===== src/dual_timer_pkg.sv =====
// constants and types for the dual down-counting timer
`default_nettype none
package dual_timer_pkg;
  localparam int unsigned DATA_W     = 32;
  localparam int unsigned CNT_W      = 16;
  localparam int unsigned PRSC_W     = 5;
  localparam int unsigned CSEL_W     = 3;
  localparam int unsigned IDX_W      = 24;
  // register indices; byte address is four times the index
  localparam logic [IDX_W-1:0] IDX_CNT_ONE  = 24'hFFFF40;
  localparam logic [IDX_W-1:0] IDX_RELOAD_A = 24'hFFFF42;
  localparam logic [IDX_W-1:0] IDX_RELOAD_B = 24'hFFFF44;
  localparam logic [IDX_W-1:0] IDX_CNT_TWO  = 24'hFFFF46;
  localparam logic [IDX_W-1:0] IDX_PRSC     = 24'hFFFF48;
  localparam logic [IDX_W-1:0] IDX_CKSEL    = 24'hFFFF4A;
  localparam logic [IDX_W-1:0] IDX_MODE     = 24'hFFFF4C;
  localparam logic [IDX_W-1:0] IDX_IRQ_CTL  = 24'hFFFF4E;
  localparam logic [IDX_W-1:0] IDX_IRQ_CLR  = 24'hFFFF50;
  localparam logic [15:0]      PRESET_VAL   = 16'hFFFF;
  localparam logic [15:0]      CNT_ZERO     = 16'h0000;
  localparam logic [15:0]      CNT_ONE      = 16'h0001;
  localparam logic [4:0]       PRSC_RESET   = 5'h00;
  localparam logic [4:0]       DIV_STEP     = 5'h01;
  localparam logic [5:0]       CKSEL_RESET  = 6'h00;
  localparam int unsigned      C1_LSB       = 0;
  localparam int unsigned      C2_LSB       = 3;
  // operating mode encodings
  localparam logic [1:0] MODE_PWM     = 2'h0;
  localparam logic [1:0] MODE_CAPTURE = 2'h1;
  localparam logic [1:0] MODE_DUAL    = 2'h2;
  localparam logic [1:0] MODE_SINGLE  = 2'h3;
  // clock select encodings
  localparam logic [2:0] CSEL_NONE    = 3'h0;
  localparam logic [2:0] CSEL_PRESCL  = 3'h1;
  localparam logic [2:0] CSEL_EVENT   = 3'h2;
  localparam logic [2:0] CSEL_ACCUM   = 3'h3;
  localparam logic [2:0] CSEL_SLOW    = 3'h4;
  // pending / enable bit positions
  localparam int unsigned PND_A = 0;
  localparam int unsigned PND_B = 1;
  localparam int unsigned PND_C = 2;
  localparam int unsigned PND_D = 3;

  typedef struct packed {
    logic       ten;
    logic       pin_one_out_level;
    logic       pin_two_enable;
    logic       pin_one_enable;
    logic       pin_two_edge_polarity;
    logic       pin_one_edge_polarity;
    logic [1:0] operating_mode_field;
  } mode_ctrl_t;

  typedef struct packed {
    logic [3:0] ien;
    logic [3:0] pnd;
  } irq_ctrl_t;

  typedef struct packed {
    logic              psel;
    logic              penable;
    logic              pwrite;
    logic [DATA_W-1:0] paddr;
    logic [DATA_W-1:0] pwdata;
  } apb_req_t;
endpackage
`default_nettype wire


===== src/dual_timer.sv =====
// dual 16-bit down counter timer with pin functions and apb registers
`default_nettype none
module dual_timer (
  // clock and reset
  input  wire logic                     mclk,
  input  wire logic                     rst_b,
  // apb register bus
  input  wire dual_timer_pkg::apb_req_t apb_req,
  output var  logic [31:0]              prdata,
  output var  logic                     pready,
  output var  logic                     pslverr,
  // timer pins and slow clock
  input  wire logic                     pin_one_in,
  output var  logic                     pin_one_out,
  output var  logic                     pin_one_oe,
  input  wire logic                     timer_pin_two,
  input  wire logic                     slow_clk,
  // system timer interrupts
  output var  logic                     timer_irq_one,
  output var  logic                     timer_irq_two
);
  import dual_timer_pkg::*;

  function automatic logic reg_hit(input logic [DATA_W-1:0] a,
                                   input logic [IDX_W-1:0]  idx);
    return a == {6'h00, idx, 2'h0};
  endfunction

  function automatic logic edge_hit(input logic prev,
                                    input logic cur,
                                    input logic rising);
    return rising ? (cur & ~prev) : (prev & ~cur);
  endfunction

  // external sources only exist where pin two is not a capture input
  function automatic logic sel_tick(input logic [2:0] csel,
                                    input logic       ext_ok,
                                    input logic       pre,
                                    input logic       slow,
                                    input logic       ev,
                                    input logic       gate);
    logic t;
    t = 1'b0;
    case (csel)
      CSEL_PRESCL: t = pre;
      CSEL_EVENT:  t = ext_ok & ev;
      CSEL_ACCUM:  t = ext_ok & pre & gate;
      CSEL_SLOW:   t = slow;
      default:     t = 1'b0;
    endcase
    return t;
  endfunction

  mode_ctrl_t        ctl_q;
  mode_ctrl_t        ctl_d;
  irq_ctrl_t         irq_q;
  irq_ctrl_t         irq_d;
  logic [4:0]        prescale_value_q;
  logic [5:0]        ckc_q;
  logic [15:0]       counter_one_q;
  logic [15:0]       counter_two_q;
  logic [15:0]       reload_register_a_q;
  logic [15:0]       reload_register_b_q;
  logic [4:0]        div_q;
  logic              pin_one_prev_q;
  logic              pin_two_prev_q;
  logic              slow_prev_q;
  logic              pwm_phase_q;
  logic              acc_first;
  logic              wr_go;
  logic              mapped;
  logic [DATA_W-1:0] rd_d;
  logic              wr_cnt1;
  logic              wr_cnt2;
  logic              wr_rla;
  logic              wr_rlb;
  logic              wr_prsc;
  logic              wr_ckc;
  logic              wr_ctl;
  logic              wr_ictl;
  logic              wr_iclr;
  logic              m_pwm;
  logic              m_cap;
  logic              m_dual;
  logic              m_single;
  logic              ext_ok;
  logic              pre_tick;
  logic              slow_tick;
  logic              ta_edge;
  logic              tb_edge;
  logic              tb_gate;
  logic              tick1;
  logic              tick2;
  logic              uf1;
  logic              uf2;
  logic              cap_a;
  logic              cap_b1;
  logic              cap_b2;
  logic              rel_a1;
  logic              rel_b1;
  logic [3:0]        pnd_set;

  // bus decode: two-cycle access so every answer comes from a flop
  assign acc_first = apb_req.psel & apb_req.penable & ~pready;
  assign wr_go     = apb_req.psel & apb_req.penable & pready &
                     apb_req.pwrite;
  // counting registers are frozen while the timer is disabled
  assign wr_cnt1 = wr_go & ctl_q.ten & reg_hit(apb_req.paddr, IDX_CNT_ONE);
  assign wr_cnt2 = wr_go & ctl_q.ten & reg_hit(apb_req.paddr, IDX_CNT_TWO);
  assign wr_rla  = wr_go & ctl_q.ten & reg_hit(apb_req.paddr, IDX_RELOAD_A);
  assign wr_rlb  = wr_go & ctl_q.ten & reg_hit(apb_req.paddr, IDX_RELOAD_B);
  assign wr_prsc = wr_go & reg_hit(apb_req.paddr, IDX_PRSC);
  assign wr_ckc  = wr_go & reg_hit(apb_req.paddr, IDX_CKSEL);
  assign wr_ctl  = wr_go & reg_hit(apb_req.paddr, IDX_MODE);
  assign wr_ictl = wr_go & reg_hit(apb_req.paddr, IDX_IRQ_CTL);
  assign wr_iclr = wr_go & reg_hit(apb_req.paddr, IDX_IRQ_CLR);

  always_comb
  begin
    mapped = 1'b1;
    rd_d   = '0;
    if (reg_hit(apb_req.paddr, IDX_CNT_ONE))
      rd_d[CNT_W-1:0] = counter_one_q;
    else if (reg_hit(apb_req.paddr, IDX_RELOAD_A))
      rd_d[CNT_W-1:0] = reload_register_a_q;
    else if (reg_hit(apb_req.paddr, IDX_RELOAD_B))
      rd_d[CNT_W-1:0] = reload_register_b_q;
    else if (reg_hit(apb_req.paddr, IDX_CNT_TWO))
      rd_d[CNT_W-1:0] = counter_two_q;
    else if (reg_hit(apb_req.paddr, IDX_PRSC))
      rd_d[PRSC_W-1:0] = prescale_value_q;
    else if (reg_hit(apb_req.paddr, IDX_CKSEL))
      rd_d[5:0] = ckc_q;
    else if (reg_hit(apb_req.paddr, IDX_MODE))
      rd_d[7:0] = ctl_q;
    else if (reg_hit(apb_req.paddr, IDX_IRQ_CTL))
      rd_d[7:0] = irq_q;
    else if (!reg_hit(apb_req.paddr, IDX_IRQ_CLR))
      mapped = 1'b0;
  end

  always_ff @(posedge mclk)
  begin
    if (!rst_b)
    begin
      pready  <= 1'b0;
      pslverr <= 1'b0;
      prdata  <= '0;
    end
    else
    begin
      pready  <= acc_first;
      pslverr <= acc_first & ~mapped;
      if (acc_first)
        prdata <= (apb_req.pwrite || !mapped) ? '0 : rd_d;
    end
  end

  // mode and clock sources
  assign m_pwm    = ctl_q.operating_mode_field == MODE_PWM;
  assign m_cap    = ctl_q.operating_mode_field == MODE_CAPTURE;
  assign m_dual   = ctl_q.operating_mode_field == MODE_DUAL;
  assign m_single = ctl_q.operating_mode_field == MODE_SINGLE;
  assign ext_ok   = m_pwm | m_dual;

  assign pre_tick  = ctl_q.ten & (div_q >= prescale_value_q);
  assign slow_tick = ctl_q.ten & slow_clk & ~slow_prev_q;
  assign ta_edge   = ctl_q.ten & edge_hit(pin_one_prev_q, pin_one_in,
                                          ctl_q.pin_one_edge_polarity);
  assign tb_edge   = ctl_q.ten & edge_hit(pin_two_prev_q, timer_pin_two,
                                          ctl_q.pin_two_edge_polarity);
  assign tb_gate   = timer_pin_two == ctl_q.pin_two_edge_polarity;

  // a counter runs only with ten set and a select of 1 to 4; selects 2 and 3 also need ext_ok
  assign tick1 = sel_tick(ckc_q[C1_LSB +: CSEL_W], ext_ok, pre_tick,
                          slow_tick, tb_edge, tb_gate);
  assign tick2 = sel_tick(ckc_q[C2_LSB +: CSEL_W], ext_ok, pre_tick,
                          slow_tick, tb_edge, tb_gate);
  assign uf1 = tick1 & (counter_one_q == CNT_ZERO);
  assign uf2 = tick2 & (counter_two_q == CNT_ZERO);

  assign cap_a  = m_cap & ta_edge;
  assign cap_b1 = m_cap & tb_edge;
  assign cap_b2 = m_single & tb_edge;
  // pwm mode alternates the two reload values
  assign rel_a1 = uf1 & (m_dual | m_single | (m_pwm & ~pwm_phase_q));
  assign rel_b1 = uf1 & m_pwm & pwm_phase_q;

  assign pnd_set[PND_A] = rel_a1 | cap_a;
  assign pnd_set[PND_B] = rel_b1 | cap_b1 | cap_b2;
  assign pnd_set[PND_C] = m_cap & uf1;
  assign pnd_set[PND_D] = uf2;

  always_ff @(posedge mclk)
  begin
    if (!rst_b)
    begin
      div_q          <= PRSC_RESET;
      pin_one_prev_q <= 1'b0;
      pin_two_prev_q <= 1'b0;
      slow_prev_q    <= 1'b0;
    end
    else
    begin
      div_q          <= (!ctl_q.ten || pre_tick) ? PRSC_RESET
                        : div_q + DIV_STEP;
      pin_one_prev_q <= pin_one_in;
      pin_two_prev_q <= timer_pin_two;
      slow_prev_q    <= slow_clk;
    end
  end

  always_ff @(posedge mclk)
  begin
    if (!rst_b)
    begin
      prescale_value_q <= PRSC_RESET;
      ckc_q            <= CKSEL_RESET;
    end
    else
    begin
      if (wr_prsc)
        prescale_value_q <= apb_req.pwdata[PRSC_W-1:0];
      if (wr_ckc)
        ckc_q <= apb_req.pwdata[5:0];
    end
  end

  // counter one: software write, capture preset, reload, count
  always_ff @(posedge mclk)
  begin
    if (!rst_b)
      counter_one_q <= CNT_ZERO;
    else if (wr_cnt1)
      counter_one_q <= apb_req.pwdata[CNT_W-1:0];
    else if ((cap_a && ctl_q.pin_one_enable) ||
             (cap_b1 && ctl_q.pin_two_enable))
      counter_one_q <= PRESET_VAL;
    else if (rel_a1)
      counter_one_q <= reload_register_a_q;
    else if (rel_b1)
      counter_one_q <= reload_register_b_q;
    else if (tick1)
      counter_one_q <= counter_one_q - CNT_ONE;
  end

  always_ff @(posedge mclk)
  begin
    if (!rst_b)
      counter_two_q <= CNT_ZERO;
    else if (wr_cnt2)
      counter_two_q <= apb_req.pwdata[CNT_W-1:0];
    else if (cap_b2 && ctl_q.pin_two_enable)
      counter_two_q <= PRESET_VAL;
    else if (uf2 && m_dual)
      counter_two_q <= reload_register_b_q;
    else if (tick2)
      counter_two_q <= counter_two_q - CNT_ONE;
  end

  always_ff @(posedge mclk)
  begin
    if (!rst_b)
    begin
      reload_register_a_q <= CNT_ZERO;
      reload_register_b_q <= CNT_ZERO;
    end
    else
    begin
      if (wr_rla)
        reload_register_a_q <= apb_req.pwdata[CNT_W-1:0];
      else if (cap_a)
        reload_register_a_q <= counter_one_q;
      if (wr_rlb)
        reload_register_b_q <= apb_req.pwdata[CNT_W-1:0];
      else if (cap_b1)
        reload_register_b_q <= counter_one_q;
      else if (cap_b2)
        reload_register_b_q <= counter_two_q;
    end
  end

  always_ff @(posedge mclk)
  begin
    if (!rst_b || !ctl_q.ten)
      pwm_phase_q <= 1'b0;
    else if (uf1 && m_pwm)
      pwm_phase_q <= ~pwm_phase_q;
  end

  // software write to the level bit beats the hardware toggle
  always_comb
  begin
    ctl_d = ctl_q;
    if (wr_ctl)
      ctl_d = apb_req.pwdata[7:0];
    else if (uf1 && ctl_q.pin_one_enable && !m_cap)
      ctl_d.pin_one_out_level = ~ctl_q.pin_one_out_level;
  end

  // hardware set wins over a clear in the same cycle
  always_comb
  begin
    irq_d = irq_q;
    if (wr_ictl)
    begin
      irq_d.ien = apb_req.pwdata[7:4];
      irq_d.pnd = irq_q.pnd | apb_req.pwdata[3:0];
    end
    if (wr_iclr)
      irq_d.pnd = irq_d.pnd & ~apb_req.pwdata[3:0];
    irq_d.pnd = irq_d.pnd | pnd_set;
    if (!ctl_q.ten)
      irq_d.pnd = '0;
  end

  always_ff @(posedge mclk)
  begin
    if (!rst_b)
    begin
      ctl_q         <= '0;
      irq_q         <= '0;
      pin_one_out   <= 1'b0;
      pin_one_oe    <= 1'b0;
      timer_irq_one <= 1'b0;
      timer_irq_two <= 1'b0;
    end
    else
    begin
      ctl_q         <= ctl_d;
      irq_q         <= irq_d;
      pin_one_out   <= ctl_d.pin_one_out_level;
      pin_one_oe    <= ctl_d.ten & ctl_d.pin_one_enable &
                       (ctl_d.operating_mode_field != MODE_CAPTURE);
      timer_irq_one <= |(irq_d.pnd[PND_C:PND_A] &
                         irq_d.ien[PND_C:PND_A]);
      timer_irq_two <= irq_d.pnd[PND_D] & irq_d.ien[PND_D];
    end
  end

  chk_pin_toggles: assert property (
    @(posedge mclk) disable iff (!rst_b)
    uf1 && ctl_q.pin_one_enable && !m_cap && !wr_ctl
    |=> pin_one_out != $past(pin_one_out))
    else $error("pin one did not toggle on underflow");

  chk_no_toggle_capture: assert property (
    @(posedge mclk) disable iff (!rst_b)
    m_cap && !wr_ctl |=> $stable(ctl_q.pin_one_out_level) && !pin_one_oe)
    else $error("pin one driven in capture mode");

  chk_capture_one: assert property (
    @(posedge mclk) disable iff (!rst_b)
    cap_a && !wr_rla |=> reload_register_a_q == $past(counter_one_q))
    else $error("pin one capture lost");

  chk_capture_preset: assert property (
    @(posedge mclk) disable iff (!rst_b)
    cap_a && ctl_q.pin_one_enable && !wr_cnt1
    |=> counter_one_q == PRESET_VAL)
    else $error("counter one not preset after capture");

  chk_capture_two: assert property (
    @(posedge mclk) disable iff (!rst_b)
    cap_b2 && !wr_rlb |=> reload_register_b_q == $past(counter_two_q))
    else $error("pin two capture lost");

  chk_flag_c_mode: assert property (
    @(posedge mclk) disable iff (!rst_b)
    !m_cap && !wr_ictl && !irq_q.pnd[PND_C]
    |=> !irq_q.pnd[PND_C])
    else $error("flag c set outside mode two");

  chk_flag_d_set: assert property (
    @(posedge mclk) disable iff (!rst_b)
    uf2 && ctl_q.ten |=> irq_q.pnd[PND_D] ##1 1'b1)
    else $error("flag d missed underflow");

  chk_clock_stopped: assert property (
    @(posedge mclk) disable iff (!rst_b)
    ckc_q[C1_LSB +: CSEL_W] == CSEL_NONE && !wr_cnt1 && !cap_a && !cap_b1
    |=> $stable(counter_one_q))
    else $error("counter one moved without clock");

  chk_divide_one: assert property (
    @(posedge mclk) disable iff (!rst_b)
    ctl_q.ten && prescale_value_q == PRSC_RESET && !wr_prsc &&
    $past(ctl_q.ten) |-> pre_tick)
    else $error("divisor one must tick every cycle");

  chk_reset_clear: assert property (
    @(posedge mclk)
    !rst_b |=> ckc_q == CKSEL_RESET && prescale_value_q == PRSC_RESET)
    else $error("reset left clock settings set");

  chk_irq_two_map: assert property (
    @(posedge mclk) disable iff (!rst_b)
    timer_irq_two == (irq_q.pnd[PND_D] & irq_q.ien[PND_D]))
    else $error("interrupt two mapping wrong");

endmodule // dual_timer
`default_nettype wire


===== config.mk =====
export PLATFORM = sky130hd
export DESIGN_NAME = dual_timer
export DESIGN_NICKNAME = d
export VERILOG_FILES = /design/src/dual_timer_pkg.sv /design/src/dual_timer.sv
export SDC_FILE = /design/constraint.sdc
export NUM_CORES = 1
export LEC_CHECK = 0
export BUFFER_PORTS_ARGS = -buffer_cell sky130_fd_sc_hd__buf_2
export CORE_MARGIN = 5
export CORE_UTILIZATION = 30
export DETAILED_ROUTE_END_ITERATION = 10
export PLACE_DENSITY_LB_ADDON = 0.2
export RECOVER_POWER = 50
export SETUP_SLACK_MARGIN = 0.02
export SYNTH_ARGS = -nofsm -noshare
export SYNTH_HDL_FRONTEND = slang
export SYNTH_SLANG_ARGS = --single-unit

===== constraint.sdc =====
create_clock -name mclk -period 5 [get_ports mclk]
set_clock_uncertainty 0.2 [all_clocks]
set_input_delay 0.75 -clock mclk [delete_from_list [all_inputs] [get_ports mclk]]
set_output_delay 0.75 -clock mclk [all_outputs]
set_load 0.005 [all_outputs]

==> run summary <==
status: finished clean
Hold Crit Class: flip-flop to flip-flop
total of cells resized after clock tree synthesis: 0
Final Cell Area: 8617 um^2
top cell type's share of synthesized area: 32.36%
diode count: 0
Post-CTS Setup Inserts: 0
Post-Place Cells: 1228
max-cap violations: 0
library cells used by synthesis: 80
Vias/cell: 5.316
Setup TNS Final: 0 ns
num rows: 57
asr flop ratio synth: 0%
Post-Syn Area: 7486 um^2
CTS Buffer Depth: 2
Die Width: 168.0 um
fin worst setup slack: 0.9509 ns
Die ar.: 28210 um^2
Relative slew margins: 21.50%
top_reg_cell synth: dfxtp_1
Post-Place Cell Area: 8023 um^2
gpl congestion: 0.8224
initial DRC count: 486
Cells after Synth: 884
non-filler cells, final: 1260
TritonCTS Buffers: 17
clk_lat worst skew: 0.42 ns
Die Span Y: 168.0 um
register area share after synthesis: 32.36%
DRC Markers: 0
Finished Core Util: 35.23%
#FFs+latches synth: 121
period utilization: 80.98%
Hold Buf Count CTS: 0
post-place setup slack: 1.162 ns
fraction of layout cells with a size suffix above 1: 13.57%
IO Count: 110
clk root buf: clkbuf_16
largest cells by area after synthesis: dfxtp_1, mux2i_1, o21ai_0
total track usage: 17.27%
CTS tree: yes
Ys Warns: 0
Finish-stage setup viols: 0
Startpoint Class: input pin
CP arrival: 4.16 ns
largest net degree at the start of global routing: 45
DP HPWL: 17.83 mm
antenna violations before repair: 0
Worst Path Max Fanout: 26
wire length per cell: 19.63 um
Worst-Margin Slew: 1.178 ns
pwr dens: 283.1 nW/um^2
most common cell in the netlist: dfxtp_1
EDFF count, synth: 0
H-tree levels: 4
first-pass GRT wire length: 38.45 mm
Lkg Pwr: 3.357 nW
syn avg cell area: 8.468 um^2
top cells by count, synth: dfxtp_1, mux2i_1, nand2_1
RSZ-0062 raised after global routing: no
DR vias: 6698
Antenna Violating Nets Remaining: 0
clk sinks: 121
Nets: 1003
critical path type: input pin to flip-flop
Req. time, crit path: 5.11 ns
Final Max Slew Viols: 0
Total Routed Length: 24.73 mm
Peak VDD IR: 0.2059 mV
Area Overhead vs Synth: 15.11%
clock slew at reported path FFs: 0.06 ns
drt first pass iters: 5
Max Fclk: 247.0 MHz
GRT overflow: 0
port bufs: 77
initial core utilization: 30.60%
Yosys top cell by area: dfxtp_1
vias in the first global route: 6511
core area: 24460 um^2
kind of end point of the critical path: flip-flop
Final Hold Viols: 0
Tmin final: 4.049 ns
internal reg-to-reg setup slack: 1.42 ns
==> placed cells by master, fill, tap and decap left out, types with 17 or more instances in the layout <==
master	Yosys	routed
a211oi_1	24	24
clkbuf_1	47	26
o211a_1	17	17
clkbuf_16	0	17
o22a_1	17	17
buf_2	19	55
dfxtp_1	121	121
o21ai_0	64	64
a21oi_1	25	25
xor2_1	17	17
mux2i_1	86	86
nor2b_1	40	40
nand2_1	83	83
nor2_1	61	62
==> cell type report <==
cell class | instances | area (um^2)
sequential | 121 | 2422
clock inverter | 14 | 220.2
tap | 324 | 405.4
clock buffer | 18 | 429.2
timing repair buffer | 95 | 478.0
inverter | 16 | 60.06
fill | 2605 | 15850
multi-input combinational | 672 | 4602
==> metrics by stage <==
stage	hold slack (ns)	total power (W)
2_1_floorplan	0.2297	0.001040
3_3_place_gp	0.2359	0.001079
3_5_place_dp	0.2378	0.001079
4_1_cts	0.2528	0.002466
5_1_grt	0.2819	0.002519
6_report	0.2524	0.002439
==> flip-flops by register name (all words and copies together) (netlist names), 5 cells and up <==
| signal | cells |
|---|---|
| prescale_value_q | 5 |
| reload_register_b_q | 16 |
| reload_register_a_q | 16 |
| counter_one_q | 16 |
| ckc_q | 6 |
| prdata | 16 |
| counter_two_q | 16 |
| div_q | 5 |
| irq_q | 8 |
| ctl_q | 8 |
==> critical path, stage by stage <==
cell	delay (ns)
buf_2	0.09
or4_1	0.50
or3_1	0.42
nor3_1	0.44
and3_1	0.23
clkbuf_1	0.72
nand2_1	0.43
buf_4	0.34
o211a_1	0.23
==> power by group <==
part | switching (W) | leakage, nW | internal [W]
Combinational | 0.0000590 | 2.08 | 0.0000317
Clock | 0.000494 | 0.303 | 0.000888
Sequential | 0.000000830 | 0.975 | 0.000966
==> worst paths after layout <==
check                          startpoint                                   to  cells past startpoint
setup / recovery              apb_req[59]  reload_register_a_q[8]$_SDFFE_PN0P_                      9
hold / removal    prdata[12]$_SDFFE_PN0P_              prdata[12]$_SDFFE_PN0P_                      2
setup reg to reg      div_q[0]$_SDFF_PP0_       counter_one_q[12]$_SDFFE_PN0P_                      9
hold reg to reg   prdata[12]$_SDFFE_PN0P_              prdata[12]$_SDFFE_PN0P_                      2
==> layer usage <==
metal	global-route usage, %	vias up	wire [um]
met5	0	-	0
met4	4.199	0	291
met3	3.236	20	897
met2	29.72	139	12340
met1	22.39	3264	11200
li1	-	3275	-
==> kinds of logic after synthesis <==
logic type	synth area share, %
simple gates	20.31
compound gates	23.80
flops	32.36
buf+inv	6.836
mux	11.80
xor+xnor	3.510
fa+ha+maj	1.337
other cells	0.05009
(Power assumes the default switching activity.)
